## src/inc/bxp_pkg.sv

```systemverilog
package bxp_pkg;

    // ------------------------------------------------------------
    // target addresses on the management buses
    // ------------------------------------------------------------
    localparam logic [6:0] OUT_EXP_ADDR    = 7'h38;
    localparam logic [6:0] IN_EXP_ADDR     = 7'h39;
    localparam logic [6:0] CFG_EEPROM_ADDR = 7'h50;
    localparam logic [6:0] SPD_EEPROM_ADDR = 7'h51;
    localparam logic [6:0] RTC_ADDR        = 7'h68;

    // ------------------------------------------------------------
    // output expander fields
    // ------------------------------------------------------------
    localparam int GREEN_BIT   = 0;
    localparam int YELLOW_BIT  = 1;
    localparam int PHY_PD_BIT  = 2;
    localparam int DISP_EN_BIT = 4;
    localparam logic [7:0] OUT_PORT_RST = 8'hFF;
    localparam logic [7:0] OUT_READBACK = 8'hFF;

    // ------------------------------------------------------------
    // input expander fields
    // ------------------------------------------------------------
    localparam int REV_LO_BIT  = 0;
    localparam int REV_HI_BIT  = 1;
    localparam int CLKRUN_BIT  = 4;
    localparam int M66_BIT     = 5;
    localparam int BOOT_BIT    = 6;
    localparam logic [7:0] IN_IDLE     = 8'hFF;
    localparam logic       CLKRUN_RST  = 1'b1;

    // ------------------------------------------------------------
    // byte framing
    // ------------------------------------------------------------
    localparam logic [3:0] BIT_COUNT = 4'h8;
    localparam logic [3:0] BIT_LAST  = 4'h7;
    localparam logic [3:0] CNT_RST   = 4'h0;
    localparam logic [7:0] BYTE_RST  = 8'h00;

    // ------------------------------------------------------------
    // transfer states
    // ------------------------------------------------------------
    typedef enum logic [6:0] {
        ST_IDLE     = 7'b000_0001,
        ST_ADDR     = 7'b000_0010,
        ST_ADDR_ACK = 7'b000_0100,
        ST_WR_DATA  = 7'b000_1000,
        ST_WR_ACK   = 7'b001_0000,
        ST_RD_DATA  = 7'b010_0000,
        ST_RD_ACK   = 7'b100_0000
    } bxp_state_t;

endpackage : bxp_pkg

```

## src/bxp_ports.sv

```systemverilog
// Summary of operation
// RL1: configuration eeprom sits at 0x50; this block leaves that address alone.
// RL2: memory presence-detect eeprom sits at 0x51; left unanswered here.
// RL3: output expander answers 0x38 only and holds an eight-bit output port.
// RL4: port bits 0 and 1 drive indicators, lit at 0; they read back 1.
// RL5: port bit 2 drives phy power-down; 0 powers down, 1 runs.
// RL6: input expander answers 0x39 only and returns an eight-bit status byte.
// RL7: two input bits give board revision: 00, 01, 10, 11 reserved.
// RL8: revision, reserved, capability and boot bits ignore master writes.
// RL9: input bit 5 mirrors the slot 66 MHz capability line.
// RL10: input bit 6 reports boot flash selection, 1 meaning second bank.
// RL11: real-time clock sits at 0x68; left unanswered here.
// RL12: ack own address, latch written byte, read byte sampled at phase start.
`timescale 1ns/100ps
`default_nettype none

module bxp_ports
    import bxp_pkg::*;
(
    // clock and reset
    input  wire logic clock,
    input  wire logic sys_rst,
    // second management bus
    input  wire logic scl_in,
    input  wire logic sda_in,
    output logic      sda_out,
    output logic      sda_oe_n,
    // output expander lines
    output logic      green_indicator_ctl,
    output logic      yellow_indicator_ctl,
    output logic      phy_power_down_ctl,
    output logic      display_enable_reserved,
    // input expander lines
    input  wire logic board_revision_hi,
    input  wire logic board_revision_lo,
    input  wire logic mini_slot_clock_run,
    input  wire logic slot_66mhz_capable,
    input  wire logic boot_second_bank
);

    // ------------------------------------------------------------
    // address decode
    // ------------------------------------------------------------
    function automatic logic is_out_exp(input logic [6:0] a);
        return a == OUT_EXP_ADDR;
    endfunction : is_out_exp

    function automatic logic is_in_exp(input logic [6:0] a);
        return a == IN_EXP_ADDR;
    endfunction : is_in_exp

    // ------------------------------------------------------------
    // bus line conditioning
    // ------------------------------------------------------------
    logic scl_s;
    logic sda_s;
    logic scl_rise;
    logic scl_fall;
    logic start_det;
    logic stop_det;

    bxp_line_cond u_line (
        .clock     (clock),
        .sys_rst   (sys_rst),
        .scl_pin   (scl_in),
        .sda_pin   (sda_in),
        .scl_s     (scl_s),
        .sda_s     (sda_s),
        .scl_rise  (scl_rise),
        .scl_fall  (scl_fall),
        .start_det (start_det),
        .stop_det  (stop_det)
    );

    // ------------------------------------------------------------
    // status pin synchroniser
    // ------------------------------------------------------------
    logic [4:0] stat_meta_reg;
    logic [4:0] stat_reg;
    logic [4:0] stat_pins;

    assign stat_pins = {boot_second_bank, slot_66mhz_capable,
                        mini_slot_clock_run, board_revision_hi,
                        board_revision_lo};

    genvar gi;
    generate
        for (gi = 0; gi < 5; gi++) begin : g_stat_sync
            always_ff @(posedge clock or posedge sys_rst) begin
                if (sys_rst) begin
                    stat_meta_reg[gi] <= 1'b1;
                    stat_reg[gi]      <= 1'b1;
                end else begin
                    stat_meta_reg[gi] <= stat_pins[gi];
                    stat_reg[gi]      <= stat_meta_reg[gi];
                end
            end
        end
    endgenerate

    // ------------------------------------------------------------
    // transfer engine state
    // ------------------------------------------------------------
    bxp_state_t state_reg;
    bxp_state_t state_next;
    logic [3:0] cnt_reg;
    logic [3:0] cnt_next;
    logic [7:0] shift_reg;
    logic [7:0] shift_next;
    logic       rw_reg;
    logic       rw_next;
    logic       sel_in_reg;
    logic       sel_in_next;
    logic [7:0] out_port_reg;
    logic [7:0] out_port_next;
    logic       clkrun_reg;
    logic       clkrun_next;
    logic       sda_oe_n_reg;
    logic       sda_oe_n_next;
    logic       drive;
    logic       addr_done;
    logic       wr_strobe;
    logic       rd_load;
    logic [7:0] in_byte;

    assign addr_done = scl_fall && state_reg == ST_ADDR
                       && cnt_reg == BIT_COUNT;
    assign wr_strobe = scl_fall && state_reg == ST_WR_DATA
                       && cnt_reg == BIT_COUNT;
    assign rd_load   = scl_fall && ((state_reg == ST_ADDR_ACK && rw_reg)
                       || (state_reg == ST_RD_ACK && !rw_reg));

    // status byte built from synchronised pins
    always_comb begin
        in_byte             = IN_IDLE;
        in_byte[REV_LO_BIT] = stat_reg[0];                        // RL7
        in_byte[REV_HI_BIT] = stat_reg[1];                        // RL7
        in_byte[CLKRUN_BIT] = stat_reg[2] & clkrun_reg;
        in_byte[M66_BIT]    = stat_reg[3];                        // RL9
        in_byte[BOOT_BIT]   = stat_reg[4];                        // RL10
    end

    always_comb begin
        state_next    = state_reg;
        cnt_next      = cnt_reg;
        shift_next    = shift_reg;
        rw_next       = rw_reg;
        sel_in_next   = sel_in_reg;
        out_port_next = out_port_reg;
        clkrun_next   = clkrun_reg;
        unique case (state_reg)
            ST_IDLE: ;
            ST_ADDR: begin
                if (scl_rise && cnt_reg != BIT_COUNT) begin
                    shift_next = {shift_reg[6:0], sda_s};
                    cnt_next   = cnt_reg + 4'h1;
                end
                if (addr_done) begin
                    rw_next     = shift_reg[0];
                    sel_in_next = is_in_exp(shift_reg[7:1]);
                    if (is_out_exp(shift_reg[7:1])
                        || is_in_exp(shift_reg[7:1]))             // RL3 RL6
                        state_next = ST_ADDR_ACK;                 // RL12
                    else
                        state_next = ST_IDLE;                     // RL1 RL2 RL11
                end
            end
            ST_ADDR_ACK: begin
                if (scl_fall) begin
                    cnt_next = CNT_RST;
                    if (rw_reg) begin
                        shift_next = sel_in_reg ? in_byte
                                                : OUT_READBACK;   // RL4 RL12
                        state_next = ST_RD_DATA;
                    end else begin
                        state_next = ST_WR_DATA;
                    end
                end
            end
            ST_WR_DATA: begin
                if (scl_rise && cnt_reg != BIT_COUNT) begin
                    shift_next = {shift_reg[6:0], sda_s};
                    cnt_next   = cnt_reg + 4'h1;
                end
                if (wr_strobe) begin
                    state_next = ST_WR_ACK;
                    if (sel_in_reg)
                        clkrun_next = shift_reg[CLKRUN_BIT];      // RL8
                    else
                        out_port_next = shift_reg;                // RL3 RL12
                end
            end
            ST_WR_ACK: begin
                if (scl_fall) begin
                    cnt_next   = CNT_RST;
                    state_next = ST_WR_DATA;
                end
            end
            ST_RD_DATA: begin
                if (scl_fall) begin
                    shift_next = {shift_reg[6:0], 1'b1};
                    cnt_next   = cnt_reg + 4'h1;
                    if (cnt_reg == BIT_LAST)
                        state_next = ST_RD_ACK;
                end
            end
            ST_RD_ACK: begin
                if (scl_rise)
                    rw_next = sda_s;
                if (scl_fall) begin
                    cnt_next = CNT_RST;
                    if (!rw_reg) begin
                        // master acked: fresh sample for next byte
                        shift_next = sel_in_reg ? in_byte
                                                : OUT_READBACK;   // RL12
                        rw_next    = 1'b1;
                        state_next = ST_RD_DATA;
                    end else begin
                        state_next = ST_IDLE;
                    end
                end
            end
        endcase
        if (start_det) begin
            state_next = ST_ADDR;
            cnt_next   = CNT_RST;
        end else if (stop_det) begin
            state_next = ST_IDLE;
        end
    end

    // data line drive, open drain: oe_n low pulls the line down
    always_comb begin
        drive = (state_next == ST_ADDR_ACK) || (state_next == ST_WR_ACK)
                || (state_next == ST_RD_DATA && !shift_next[7]);  // RL12
        sda_oe_n_next = !drive;
    end

    always_ff @(posedge clock or posedge sys_rst) begin
        if (sys_rst) begin
            state_reg    <= ST_IDLE;
            cnt_reg      <= CNT_RST;
            shift_reg    <= BYTE_RST;
            rw_reg       <= 1'b0;
            sel_in_reg   <= 1'b0;
            out_port_reg <= OUT_PORT_RST;
            clkrun_reg   <= CLKRUN_RST;
            sda_oe_n_reg <= 1'b1;
        end else begin
            state_reg    <= state_next;
            cnt_reg      <= cnt_next;
            shift_reg    <= shift_next;
            rw_reg       <= rw_next;
            sel_in_reg   <= sel_in_next;
            out_port_reg <= out_port_next;
            clkrun_reg   <= clkrun_next;
            sda_oe_n_reg <= sda_oe_n_next;
        end
    end

    // ------------------------------------------------------------
    // output flops
    // ------------------------------------------------------------
    logic [3:0] pin_reg;

    always_ff @(posedge clock or posedge sys_rst) begin
        if (sys_rst) begin
            pin_reg <= 4'hF;
        end else begin
            pin_reg <= {out_port_reg[DISP_EN_BIT],
                        out_port_reg[PHY_PD_BIT],                 // RL5
                        out_port_reg[YELLOW_BIT],                 // RL4
                        out_port_reg[GREEN_BIT]};                 // RL4
        end
    end

    assign green_indicator_ctl     = pin_reg[0];
    assign yellow_indicator_ctl    = pin_reg[1];
    assign phy_power_down_ctl      = pin_reg[2];
    assign display_enable_reserved = pin_reg[3];
    assign sda_oe_n                = sda_oe_n_reg;

    logic sda_out_reg;

    always_ff @(posedge clock or posedge sys_rst) begin
        if (sys_rst)
            sda_out_reg <= 1'b0;
        else
            sda_out_reg <= 1'b0;
    end

    assign sda_out = sda_out_reg;
endmodule : bxp_ports

`default_nettype wire

```

## src/bxp_line_cond.sv

```systemverilog
`timescale 1ns/100ps
`default_nettype none

module bxp_line_cond
    import bxp_pkg::*;
(
    // clock and reset
    input  wire logic clock,
    input  wire logic sys_rst,
    // bus pins
    input  wire logic scl_pin,
    input  wire logic sda_pin,
    // conditioned line state and events
    output logic      scl_s,
    output logic      sda_s,
    output logic      scl_rise,
    output logic      scl_fall,
    output logic      start_det,
    output logic      stop_det
);

    logic [1:0] meta_reg;
    logic [1:0] meta_next;
    logic [1:0] sync_reg;
    logic [1:0] sync_next;
    logic [1:0] dly_reg;
    logic [1:0] dly_next;

    // ------------------------------------------------------------
    // two-flop synchroniser plus one delay stage for edges
    // ------------------------------------------------------------
    always_comb begin
        meta_next = {scl_pin, sda_pin};
        sync_next = meta_reg;
        dly_next  = sync_reg;
    end

    always_ff @(posedge clock or posedge sys_rst) begin
        if (sys_rst) begin
            meta_reg <= 2'b11;
            sync_reg <= 2'b11;
            dly_reg  <= 2'b11;
        end else begin
            meta_reg <= meta_next;
            sync_reg <= sync_next;
            dly_reg  <= dly_next;
        end
    end

    assign scl_s     = sync_reg[1];
    assign sda_s     = sync_reg[0];
    assign scl_rise  = sync_reg[1] & ~dly_reg[1];
    assign scl_fall  = ~sync_reg[1] & dly_reg[1];
    assign start_det = sync_reg[1] & dly_reg[1] & dly_reg[0] & ~sync_reg[0];
    assign stop_det  = sync_reg[1] & dly_reg[1] & ~dly_reg[0] & sync_reg[0];

endmodule : bxp_line_cond

`default_nettype wire

```

## config.mk

```make
export PLATFORM = sky130hd
export DESIGN_NAME = bxp_ports
export DESIGN_NICKNAME = d
export VERILOG_FILES = /design/src/inc/bxp_pkg.sv /design/src/bxp_ports.sv /design/src/bxp_line_cond.sv
export SDC_FILE = /design/constraint.sdc
export NUM_CORES = 1
export LEC_CHECK = 0
export BUFFER_PORTS_ARGS = -buffer_cell sky130_fd_sc_hd__buf_2
export CAP_MARGIN = 10
export CORE_MARGIN = 2
export CORE_UTILIZATION = 55
export DETAILED_ROUTE_END_ITERATION = 8
export MAX_ROUTING_LAYER = met4
export PLACE_DENSITY = 0.73
export REMOVE_ABC_BUFFERS = 1
export SLEW_MARGIN = 20
export SYNTH_ARGS = -nofsm -noshare
export SYNTH_HDL_FRONTEND = slang
export SYNTH_SLANG_ARGS = --single-unit
```

## constraint.sdc

```tcl
create_clock -name clock -period 2.67 [get_ports clock]
set_clock_uncertainty 0.05 [all_clocks]
set_input_delay 0.6675 -clock clock [delete_from_list [all_inputs] [get_ports clock]]
set_output_delay 0.6675 -clock clock [all_outputs]
set_load 0.1 [all_outputs]
```

### Word-level counts from Yosys, hierarchy flattened

Index checks and enable logic that the tools add are counted.

* flip-flop bits (word level): 48
* input port bits: 9
* output and inout port bits: 6

* add/subtract/negate cells: 1
* equality and inequality tests: 24
* muxes and demuxes: 31
* bitwise operators: 13
* reductions and logical operators: 22

Operators by type and width (count)
* $mux W7: 10
* $mux W8: 6
* $pmux W7 S6: 1
* $pmux W8 S4: 1
* $eq A7 B6 Y1 const B: 4
* $mux W4: 4
* $eq A7 B3 Y1 const B: 2
* $eq A7 B5 Y1 const B: 2
* $mux W6: 2
* $ne A2 B2 Y1 const B: 6
* $pmux W4 S3: 1
* $and A1 B1 Y1: 8
* $reduce_bool A4 Y1: 2
* $eq A7 B2 Y1 const B: 1
* $eq A7 B4 Y1 const B: 1
* $eq A7 B7 Y1 const B: 1
* $reduce_and A7 Y1: 1
* $logic_and A1 B1 Y1: 6
* $ne A3 B1 Y1 const B: 2
* $reduce_and A3 Y1: 2
* $not A1 Y1: 5
* $add A4 B1 Y4 const B: 1
* $eq A4 B3 Y1 const B: 1
* $eq A4 B4 Y1 const B: 1
* 13 further kinds: 20

### Depth between registers and ports, before layout

Gate-level depths: netlist of the first run.

* depth after elaboration: 12
* gate-level depth with buffers: 9
* mapped depth without buffers: 9

### Hierarchy

From an unflattened synthesis of the first run, not the netlist that was laid out.

* cell total of the unflattened synthesis: 205
* area, all modules: 2184.6 sq um

By module, submodules not included
* bxp_ports: instances 1, cells an instance 194, area an instance 1990.7 sq um, sequential area each 1052.3 sq um
* bxp_line_cond: instances 1, cells an instance 11, area an instance 193.9 sq um, sequential area each 157.7 sq um

### Least setup slack after synthesis of the first run

No wires, ideal clock.

* path kind: reg-to-reg
* from: register u_line.dly_reg[1]
* to: register sda_oe_n_reg, in the netlist sda_oe_n
* setup time: 0.081 ns
* arrival time: 2.105 ns
* data required time: 2.539 ns
* path slack: 0.434 ns
* cell stages (with the launch flop): 8
* buffers on the path: 1
* period minus slack after synthesis: 2.236 ns
* path through: dfstp_2 -> or2b_2 -> buf_2 -> o32ai_1 -> a31oi_4 -> and4bb_1 -> o21a_1 -> o2111ai_2

* cells in the longest elaborated chain, start to end: 11
* elaborated cells on any way between the ends: 35

RTL lines
* from (decl): RTL line bxp_line_cond.sv:26 `logic [1:0] dly_reg;`
* from (signal assigned): RTL line bxp_line_cond.sv:46 `dly_reg <= dly_next;`
* $and A1 B1 Y1: RTL line bxp_line_cond.sv:53 `assign scl_fall = ~sync_reg[1] & dly_reg[1];`
* $logic_and A1 B1 Y1, on equally long branches: RTL line bxp_ports.sv:128, bxp_ports.sv:126
* $logic_and A1 B1 Y1, on equally long branches: RTL line bxp_ports.sv:129, bxp_ports.sv:127
* $mux W7, on equally long branches: RTL line bxp_ports.sv:185, bxp_ports.sv:158
* $pmux W7 S6: RTL line bxp_ports.sv:151 `unique case (state_reg)`
* $mux W7: RTL line bxp_ports.sv:227 `end else if (stop_det) begin`
* $mux W7 *: RTL line bxp_ports.sv:224 `if (start_det) begin`
* via state_next[5]: RTL line bxp_ports.sv:105 `bxp_state_t state_next;`
* $eq A7 B3 Y1, or another cell as far along: RTL line bxp_ports.sv:234 `drive = (state_next == ST_ADDR_ACK) || (state_next == ST_WR_ACK)`
* $logic_or A1 B1 Y1 / $logic_and A1 B1 Y1 (equally long branches): RTL line bxp_ports.sv:234, bxp_ports.sv:235
* $logic_or A1 B1 Y1 *: RTL line bxp_ports.sv:235 `|| (state_next == ST_RD_DATA && !shift_next[7]);`
* $logic_not A1 Y1 *: RTL line bxp_ports.sv:236 `sda_oe_n_next = !drive;`
* via sda_oe_n_next: RTL line bxp_ports.sv:119 `logic sda_oe_n_next;`
* to (signal assigned): RTL line bxp_ports.sv:257 `sda_oe_n_reg <= sda_oe_n_next;`
* to (decl): RTL line bxp_ports.sv:118 `logic sda_oe_n_reg;`

Mark *: on every way through the listed nets, which the timed path passes. The rest lies on a longest branch. The select of a mux whose other input is x is not followed.
A chain may end at the register's enable or synchronous reset.

### Final worst setup path of the first run

* from: register state_reg[6]
* to: register sda_oe_n_reg, in the netlist sda_oe_n

* cells in the longest elaborated chain, start to end: 11
* elaborated cells on any way between the ends: 30

RTL lines
* from (decl): RTL line bxp_ports.sv:104 `bxp_state_t state_reg;`
* from (signal assigned): RTL line bxp_ports.sv:250 `state_reg <= state_next;`
* $eq A7 B4 Y1 / $eq A7 B2 Y1 (equally long branches): RTL line bxp_ports.sv:128, bxp_ports.sv:151, bxp_ports.sv:126
* $logic_and A1 B1 Y1, on equally long branches: RTL line bxp_ports.sv:128, bxp_ports.sv:126
* $logic_and A1 B1 Y1, on equally long branches: RTL line bxp_ports.sv:129, bxp_ports.sv:127
* $mux W7, on equally long branches: RTL line bxp_ports.sv:185, bxp_ports.sv:158
* $pmux W7 S6 *: RTL line bxp_ports.sv:151
* $mux W7 *: RTL line bxp_ports.sv:227
* $mux W7 *: RTL line bxp_ports.sv:224
* via state_next[5]: RTL line bxp_ports.sv:105
* $eq A7 B3 Y1, or another cell as far along: RTL line bxp_ports.sv:234
* $logic_or A1 B1 Y1 / $logic_and A1 B1 Y1 (equally long branches): RTL line bxp_ports.sv:234, bxp_ports.sv:235
* $logic_or A1 B1 Y1 *: RTL line bxp_ports.sv:235
* $logic_not A1 Y1 *: RTL line bxp_ports.sv:236
* via sda_oe_n_next: RTL line bxp_ports.sv:119

Mark *: on every way through the listed nets, which the timed path passes. The rest lies on a longest branch.

==> results.sh, run 1 <==
export IMPL_netlist_cell_type_count=67
export IMPL_cts_tree="done"
export IMPL_grt_pass1_vias=1673
export IMPL_postCtsSetupBuffers=0
export IMPL_yosys_area_top_type="dfstp_2"
export IMPL_outcome="completed"
export IMPL_worst_setup_path_type="reg -> reg"
export IMPL_synth_cell_area_um2=2400
export IMPL_yosys_warnings=0
export IMPL_grt_use_total_pct=22.5
export IMPL_p_seq_share_pct=54.1
export IMPL_synth_edf_count=0
export IMPL_synth_top_family_by_area="simple AND/OR/NAND/NOR gates"
export IMPL_busiest_layer="met1"
export IMPL_clk_latency_ps=300
export IMPL_drc=0
export IMPL_fin_crit_ps=2480
export IMPL_num_vias=1739
export IMPL_hold_violations=0
export IMPL_postSynthCellCount=219
export IMPL_wire_per_inst_um=16.8
export IMPL_die_w_um=70.1
export IMPL_avgSynthCellArea_um2=11.0
export IMPL_synthTopCellsByCount="dfstp_2 (27), dfrtp_1 (20), nor2_1 (20)"
export IMPL_critPathMaxFanout=9
export IMPL_final_net_count=249
export IMPL_initial_core_util_pct=56.3
export IMPL_fin_cells=291
export IMPL_io_pins=15
export IMPL_irDropWorstVdd_mv=0.395
export IMPL_whs_path_depth=0
export IMPL_largest_reg_flops=8
export IMPL_min_from="stat_meta_reg[4]"
export IMPL_synthXorXnorAreaFrac_pct=0.730
export IMPL_fin_crit_sh_pct=93.0
export IMPL_dpl_cell_count=283
export IMPL_power_uw=1690
export IMPL_slew_viol_final=0
export IMPL_portBuffers=13
export IMPL_r2r_cells=7
export IMPL_synth_top_area_share_pct=29.6
export IMPL_netlist_top_cells_area="dfstp_2 (30%), dfrtp_1 (21%), nor2_1 (3.1%)"
export IMPL_rsz0062_at_grt="false"
export IMPL_grt_max_degree=48
export IMPL_diodes=0
export IMPL_routed_wirelength_um=4900
export IMPL_use_met2_pct=31.5
export IMPL_finalWeightedCongestion=0.955
export IMPL_max_slew_worst_pin_slew_ps=611
export IMPL_required_ps=2840
export IMPL_grt_pass1_wl_um=8360
export IMPL_globalRouteMet3Util_pct=3.90
export IMPL_cts_max_path_buffers=2
export IMPL_ctsHoldBuffers=0
export IMPL_yosysSeqAreaShare_pct=50.4
export IMPL_die_h_um=70.1
export IMPL_synthArstFlopShare_pct=100
export IMPL_grt_ovfl_total=0
export IMPL_synthMuxAreaShare_pct=3.60
export IMPL_worst_ep_arrival_time_ps=2660
export IMPL_regToRegSetupSlack_ps=190
export IMPL_dieArea_um2=4910
export IMPL_pwr_share_clk_pct=26.4
export IMPL_firstDrtPassIters=4
export IMPL_cts_sinks=47
export IMPL_met1_usage_pct=33.8
export IMPL_clock_root_buffer="clkbuf_8"
export IMPL_cp_end_kind="flop"
export IMPL_synthAdderAreaFrac_pct=1.04
export IMPL_clk_pin_slew_ps=80
export IMPL_swShare_pct=31.1
export IMPL_numCtsBuffers=5
export IMPL_critPathLaunchType="flop"
export IMPL_rows=24
export IMPL_r2r_end="sda_oe_n"
export IMPL_p_int_uw=1170
export IMPL_fin_setup_tns_ps=0
export IMPL_p_leak_uw=0.00114
export IMPL_r2r_start="state_reg[6]"
export IMPL_hp_class="reg -> reg"
export IMPL_drv_cap=0
export IMPL_setup_viol=0
export IMPL_htreeDepth=2
export IMPL_pre_cts_ws_ps=257
export IMPL_hpwlAfterDp_um=3560
export IMPL_drive_above_1_share_pct=33.5
export IMPL_ctsResizeCount=0
export IMPL_yosys_area_share_simple_pct=21.1
export IMPL_p_switching_uw=526
export IMPL_final_setup_worst_slack_ps=188
export IMPL_fin_util_pct=61.6
export IMPL_ys_flop_type="dfstp_2"
export IMPL_pwr_share_comb_pct=19.5
export IMPL_hold_path_end="in_byte[6]"
export IMPL_drtAntennaViolNets=0
export IMPL_slew_headroom_pct=59.2
export IMPL_drtIter0Drc=129
export IMPL_p_per_area_nw_per_um2=643
export IMPL_synthToLayoutAreaGrowth_pct=9.54
export IMPL_synth_compound_area_share_pct=18.7
export IMPL_viasPerCell=5.98
export IMPL_yosys_cell_count_top_type="dfstp_2"
export IMPL_ys_ff_latch=47
export IMPL_fmax_ghz=0.403
export IMPL_core_area_um2=4260
export IMPL_grt_antenna_before_repair=0
==> layout by cell type, fill, tap and decap left out, drive strengths merged, types with 3 or more instances in the layout <==
master / synthesis / layout
dfstp: 27 / 27
buf: 7 / 22
nor2: 20 / 20
dfrtp: 20 / 20
nand2: 19 / 19
a21oi: 13 / 13
inv: 10 / 11
o21ai: 9 / 9
nand3: 8 / 8
clkbuf: 3 / 6
mux2: 5 / 5
nand2b: 4 / 4
a221o: 4 / 4
and2b: 4 / 4
nand3b: 3 / 3
and3: 3 / 3
mux2i: 3 / 3
a221oi: 3 / 3
nor4: 3 / 3
nor3: 3 / 3
nor4b: 3 / 3
==> cell type report <==
type                    count  area [µm²]
clock buffers               6        82.6
clock inverters             2        15.0
flip-flops and latches     47        1210
multi-input cells         152        1090
fillers                   367        1640
well taps                  52        65.1
repair buffers             22         133
inverters                  10        37.5
==> power groups by stage <==
stage	logic, µW	clock network [µW]	registers, µW
floorplan	246	0	893
global placement	320	0	921
global route	366	488	933
finish	330	447	915
CTS	327	462	914
detailed placement	325	0	926
==> per-stage QoR <==
| step | hold WS (ps) | cell area, µm² |
|---|---|---|
| after floorplan | 295 | 2330 |
| after global placement | 295 | 2530 |
| after detailed placement | 297 | 2530 |
| after CTS | 310 | 2630 |
| after global routing | 312 | 2630 |
| final | 309 | 2630 |
==> critical path, cell delays in order (launching register included) <==
cell,delay [ps]
dfrtp_1,500
nor4_4,420
o211ai_4,190
o32ai_1,490
a31oi_4,170
and4bb_1,230
o21a_1,190
o2111ai_2,160
==> cells by family after synthesis <==
logic type,after synthesis
and+or+nand+nor,84
DFF,47
xor gates and xnor gates,2
buffers and inverters,20
muxes,8
adders and majority gates,2
AOI/OAI and AO/OA,55
other,1
==> worst max-delay path by stage <==
stage	endpoint	slack (ps)	depth (start not counted)	start
final	sda_oe_n	190	7	state_reg[6]
after global routing	sda_oe_n	70	6	state_reg[5]
after floorplan	sda_oe_n	380	7	state_reg[2]
after global placement	sda_oe_n	300	7	state_reg[6]
after detailed placement	sda_oe_n	260	7	state_reg[6]
after CTS	sda_oe_n	230	7	state_reg[6]
==> routing by layer <==
layer,wire length [µm],vias to the layer above
met2,2200,56
li1,-,835
met5,0,-
met4,51,0
met1,2370,841
met3,277,7
No activity file was read; power rests on OpenSTA's default activity.
==> run 2: changes to the inputs <==
--- a/config.mk
+++ b/config.mk
@@ -12,7 +12,6 @@
 export DETAILED_ROUTE_END_ITERATION = 8
 export MAX_ROUTING_LAYER = met4
 export PLACE_DENSITY = 0.73
-export REMOVE_ABC_BUFFERS = 1
 export SLEW_MARGIN = 20
 export SYNTH_ARGS = -nofsm -noshare
 export SYNTH_HDL_FRONTEND = slang
==> run 2 against run 1 <==
Clock power grew 2%. First-iteration DRC count shrank 17%. Sequential share of layout area grew 0.29 points. Global-route usage shrank 0.40 points. Non-clock buffer count shrank 2. Hold slack gained 1.4 ps. Cell count shrank 0.69%. Largest cell class unchanged. Largest power group unchanged.
==> results.sh, run 2 (synthesized netlist as in run 1, its figures left out) <==
export IMPL_drtIter0Drc=107
export IMPL_cts_sinks=47
export IMPL_portBuffers=13
export IMPL_fin_util_pct=61.3
export IMPL_diodes=0
export IMPL_critPathLaunchType="flop"
export IMPL_fin_setup_tns_ps=0
export IMPL_fin_crit_ps=2510
export IMPL_ctsHoldBuffers=0
export IMPL_dieArea_um2=4910
export IMPL_routed_wirelength_um=4730
export IMPL_hp_class="reg -> reg"
export IMPL_grt_antenna_before_repair=0
export IMPL_grt_pass1_vias=1670
export IMPL_final_net_count=247
export IMPL_post_dp_cell_area_um2=2520
export IMPL_viasPerCell=5.96
export IMPL_setup_viol=0
export IMPL_path_delay_family="compound AO/OA/AOI/OAI gates"
export IMPL_max_slew_worst_pin_slew_ps=652
export IMPL_worst_setup_path_type="reg -> reg"
export IMPL_fin_crit_sh_pct=94.1
export IMPL_clk_latency_ps=300
export IMPL_num_vias=1721
export IMPL_cts_tree="done"
export IMPL_drtAntennaViolNets=0
export IMPL_htreeDepth=2
export IMPL_worstPathCellList="nor4_4 > o211ai_4 > o32ai_1 > a31oi_4 > and4bb_1 > o21a_1 > o2111ai_2"
export IMPL_cts_max_path_buffers=2
export IMPL_critPathMaxFanout=12
export IMPL_drive_above_1_share_pct=32.9
export IMPL_grt_pass1_wl_um=8220
export IMPL_synth_nets=230
export IMPL_critical_path_buf_inv_count=0
export IMPL_grt_use_total_pct=22.1
export IMPL_postCtsSetupBuffers=0
export IMPL_slew_viol_final=0
export IMPL_rows=24
export IMPL_slowest_stage="dfrtp_1"
export IMPL_clk_pin_slew_ps=90
export IMPL_worst_ep_arrival_time_ps=2680
export IMPL_largest_reg_flops=8
export IMPL_final_common_cell="dfstp_2"
export IMPL_die_h_um=70.1
export IMPL_core_area_um2=4260
export IMPL_irDropWorstVdd_mv=0.493
export IMPL_io_pins=15
export IMPL_initial_core_util_pct=56.3
export IMPL_grt_ovfl_total=0
export IMPL_wire_per_inst_um=16.4
export IMPL_drv_cap=0
export IMPL_rsz0062_at_grt="false"
export IMPL_fin_area_um2=2610
export IMPL_hold_violations=0
export IMPL_die_w_um=70.1
export IMPL_numCtsBuffers=5
export IMPL_p_per_area_nw_per_um2=646
export IMPL_hpwlAfterDp_um=3450
export IMPL_required_ps=2840
export IMPL_crit_path_max_incr_delay_ps=550
export IMPL_p_leak_uw=0.00113
export IMPL_firstDrtPassIters=4
export IMPL_finalWeightedCongestion=1.01
export IMPL_slew_headroom_pct=56.4
export IMPL_clock_root_buffer="clkbuf_8"
export IMPL_fmax_ghz=0.398
export IMPL_outcome="completed"
export IMPL_synthToLayoutAreaGrowth_pct=8.86
export IMPL_cp_end_kind="flop"
export IMPL_grt_max_degree=48
export IMPL_mostFrequentLayoutCells="dfstp_2 (27), nor2_1 (20), dfrtp_1 (20)"
export IMPL_ctsResizeCount=0
export IMPL_drc=0
-- run 2: routing by layer --
metal	wire length [µm]	vias to the layer above	track usage (%)
li1	-	834	-
met5	0	-	-
met4	121	0	8.76
met3	227	15	4.76
met2	2090	42	29.9
met1	2300	830	32.5
-- run 2: cell type report --
| cell class | instances | area, µm² |
|---|---|---|
| repair buffers | 20 | 118 |
| inverters | 10 | 37.5 |
| fillers | 367 | 1650 |
| well taps | 52 | 65.1 |
| clock buffers | 6 | 82.6 |
| clock inverters | 2 | 13.8 |
| flip-flops and latches | 47 | 1210 |
| multi-input cells | 152 | 1090 |
-- run 2: stage by stage --
step	power, µW	std cells	hold slack (ps)	setup slack, ps
after floorplan	1140	219	295	434
after detailed placement	1240	281	297	187
after global routing	1780	289	311	0.740
after CTS	1690	289	311	163
after global placement	1230	281	295	234
final	1690	289	310	158
-- run 2: worst paths after layout --
| path | start | end | slack (ps) | cells after the start |
|---|---|---|---|---|
| min in group asynchronous | sys_rst | shift_reg[1] | 440 | 3 |
| max | state_reg[6] | sda_oe_n | 160 | 7 |
| max in group asynchronous | sys_rst | sda_oe_n | 1730 | 3 |
| min reg2reg | stat_meta_reg[2] | stat_reg[2] | 310 | 0 |
| min | stat_meta_reg[2] | stat_reg[2] | 310 | 0 |
| max reg2reg | state_reg[6] | sda_oe_n | 160 | 7 |
-- run 2: worst reg2reg max path, delay by kind of cell (launching register included) --
family | cells | cell delay, ps
AO/OA/AOI/OAI | 5 | 1190
AND/OR/NAND/NOR | 2 | 650
flip-flops | 1 | 550
-- run 2: power by group --
group	switching, µW	internal, µW
Clock	243	212
Sequential	105	812
Combinational	175	139
==> run 3: changes to the inputs <==
--- a/config.mk
+++ b/config.mk
@@ -8,10 +8,10 @@
 export BUFFER_PORTS_ARGS = -buffer_cell sky130_fd_sc_hd__buf_2
 export CAP_MARGIN = 10
 export CORE_MARGIN = 2
-export CORE_UTILIZATION = 55
+export CORE_UTILIZATION = 60
 export DETAILED_ROUTE_END_ITERATION = 8
 export MAX_ROUTING_LAYER = met4
-export PLACE_DENSITY = 0.73
+export PLACE_DENSITY = 0.79
 export SLEW_MARGIN = 20
 export SYNTH_ARGS = -nofsm -noshare
 export SYNTH_HDL_FRONTEND = slang
==> run 3 against run 2 <==
Total power up 4.1%. Sequential share of layout area down 0.24 points. Maximum frequency up 0.63%. Clock-buffer cell count down 1. Register-to-register slack better by 20 ps. Critical endpoint unchanged. Worst setup slack better by 16 ps. Cell count down 1.4%. Via count up 2.6%. Critical path depth unchanged.
==> results.sh, run 3 (synthesized netlist as in run 1, its figures left out) <==
export IMPL_path_delay_family="compound AO/OA/AOI/OAI gates"
export IMPL_diodes=0
export IMPL_use_met2_pct=39.0
export IMPL_clock_root_buffer="clkbuf_8"
export IMPL_io_pins=15
export IMPL_worst_ep_arrival_time_ps=2660
export IMPL_postCtsSetupBuffers=0
export IMPL_power_uw=1760
export IMPL_fin_crit_ps=2500
export IMPL_drive_above_1_share_pct=32.5
export IMPL_largest_reg_flops=8
export IMPL_synth_nets=230
export IMPL_cts_tree="done"
export IMPL_fin_crit_sh_pct=93.5
export IMPL_hpwlAfterDp_um=3640
export IMPL_worst_setup_path_type="reg -> reg"
export IMPL_grt_pass1_vias=1676
export IMPL_slew_viol_final=0
export IMPL_fin_setup_tns_ps=0
export IMPL_die_h_um=67.2
export IMPL_slowest_stage="dfrtp_1"
export IMPL_slew_headroom_pct=61.4
export IMPL_worstPathCellList="nor4_4 > o211ai_4 > o32ai_1 > a31oi_4 > and4bb_1 > o21a_1 > o2111ai_2"
export IMPL_fin_util_pct=70.2
export IMPL_fmax_ghz=0.401
export IMPL_globalRouteMet3Util_pct=4.83
export IMPL_cts_sinks=47
export IMPL_final_common_cell="dfstp_2"
export IMPL_setup_viol=0
export IMPL_routed_wirelength_um=4960
export IMPL_hold_violations=0
export IMPL_drtIter0Drc=211
export IMPL_final_net_count=247
export IMPL_hp_class="in -> async"
export IMPL_met1_usage_pct=35.7
export IMPL_critical_path_buf_inv_count=0
export IMPL_outcome="completed"
export IMPL_clk_latency_ps=300
export IMPL_core_area_um2=3740
export IMPL_finalWeightedCongestion=1.03
export IMPL_ctsResizeCount=0
export IMPL_wire_per_inst_um=17.4
export IMPL_required_ps=2830
export IMPL_critPathLaunchType="flop"
export IMPL_rows=22
export IMPL_htreeDepth=2
export IMPL_portBuffers=13
export IMPL_cp_end_kind="flop"
export IMPL_busiest_layer="met2"
export IMPL_grt_pass1_wl_um=8140
export IMPL_drtAntennaViolNets=0
export IMPL_die_w_um=67.2
export IMPL_clk_pin_slew_ps=80
export IMPL_crit_path_max_incr_delay_ps=500
export IMPL_numCtsBuffers=5
export IMPL_grt_ovfl_total=0
export IMPL_dieArea_um2=4520
export IMPL_critPathMaxFanout=9
export IMPL_grt_antenna_before_repair=0
export IMPL_grt_use_total_pct=25.7
export IMPL_irDropWorstVdd_mv=0.693
export IMPL_grt_max_degree=35
export IMPL_p_leak_uw=0.00113
export IMPL_drc=0
export IMPL_num_vias=1765
export IMPL_mostFrequentLayoutCells="dfstp_2 (27), nor2_1 (20), dfrtp_1 (20)"
export IMPL_p_per_area_nw_per_um2=668
export IMPL_hold_slack_ps=263
export IMPL_max_slew_worst_pin_slew_ps=578
export IMPL_firstDrtPassIters=5
export IMPL_initial_core_util_pct=64.1
export IMPL_viasPerCell=6.19
export IMPL_rsz0062_at_grt="false"
export IMPL_synthToLayoutAreaGrowth_pct=9.44
export IMPL_cts_max_path_buffers=2
export IMPL_ctsHoldBuffers=0
export IMPL_drv_cap=0
## run 3: cell types whose count changed in the layout (fill, tap and decap cells not counted), sizes merged
cell,previous run,this run
clkbuf,6,5
clkinvlp,0,1
bufinv,0,1
inv,11,10
## run 3: metrics by stage
stage          setup slack (ps)  instances  area [µm²]
2_1_floorplan               434        219        2400
3_3_place_gp                299        277        2510
3_5_place_dp                240        277        2510
4_1_cts                     210        285        2630
5_1_grt                    27.1        285        2630
6_report                    174        285        2630
## run 3: final cells by class
type / count / area [µm²]
Clock buffer: 5 / 68.8
Clock inverter: 3 / 46.3
Fill cell: 295 / 1120
Inverter: 10 / 37.5
Multi-Input combinational cell: 152 / 1090
Sequential cell: 47 / 1210
Tap cell: 48 / 60.1
Timing Repair Buffer: 20 / 118
## run 3: final timing paths
path | start | to | slack [ps] | depth (start not counted)
max in group asynchronous | sys_rst | sda_oe_n | 1540 | 3
setup / recovery | state_reg[5] | sda_oe_n | 170 | 7
setup reg to reg | state_reg[5] | sda_oe_n | 170 | 7
hold / removal | sys_rst | state_reg[1] | 260 | 2
min in group clock | stat_meta_reg[0] | in_byte[0] | 310 | 0
hold reg to reg | stat_meta_reg[0] | in_byte[0] | 310 | 0
## run 3: metal layers
| layer | up-vias | share of wire (%) |
|---|---|---|
| li1 | 832 | - |
| met4 | 0 | 0.99 |
| met2 | 78 | 49 |
| met1 | 849 | 44 |
| met5 | - | 0 |
| met3 | 6 | 5.9 |
## run 3: power breakdown
| group | internal (µW) | total (µW) | switching (µW) | leakage, µW |
|---|---|---|---|---|
| sequential | 812 | 916 | 104 | 0.000552 |
| clock | 282 | 515 | 233 | 0.0000548 |
| combinational | 139 | 324 | 185 | 0.000524 |
| total | 1230 | 1760 | 522 | 0.00113 |
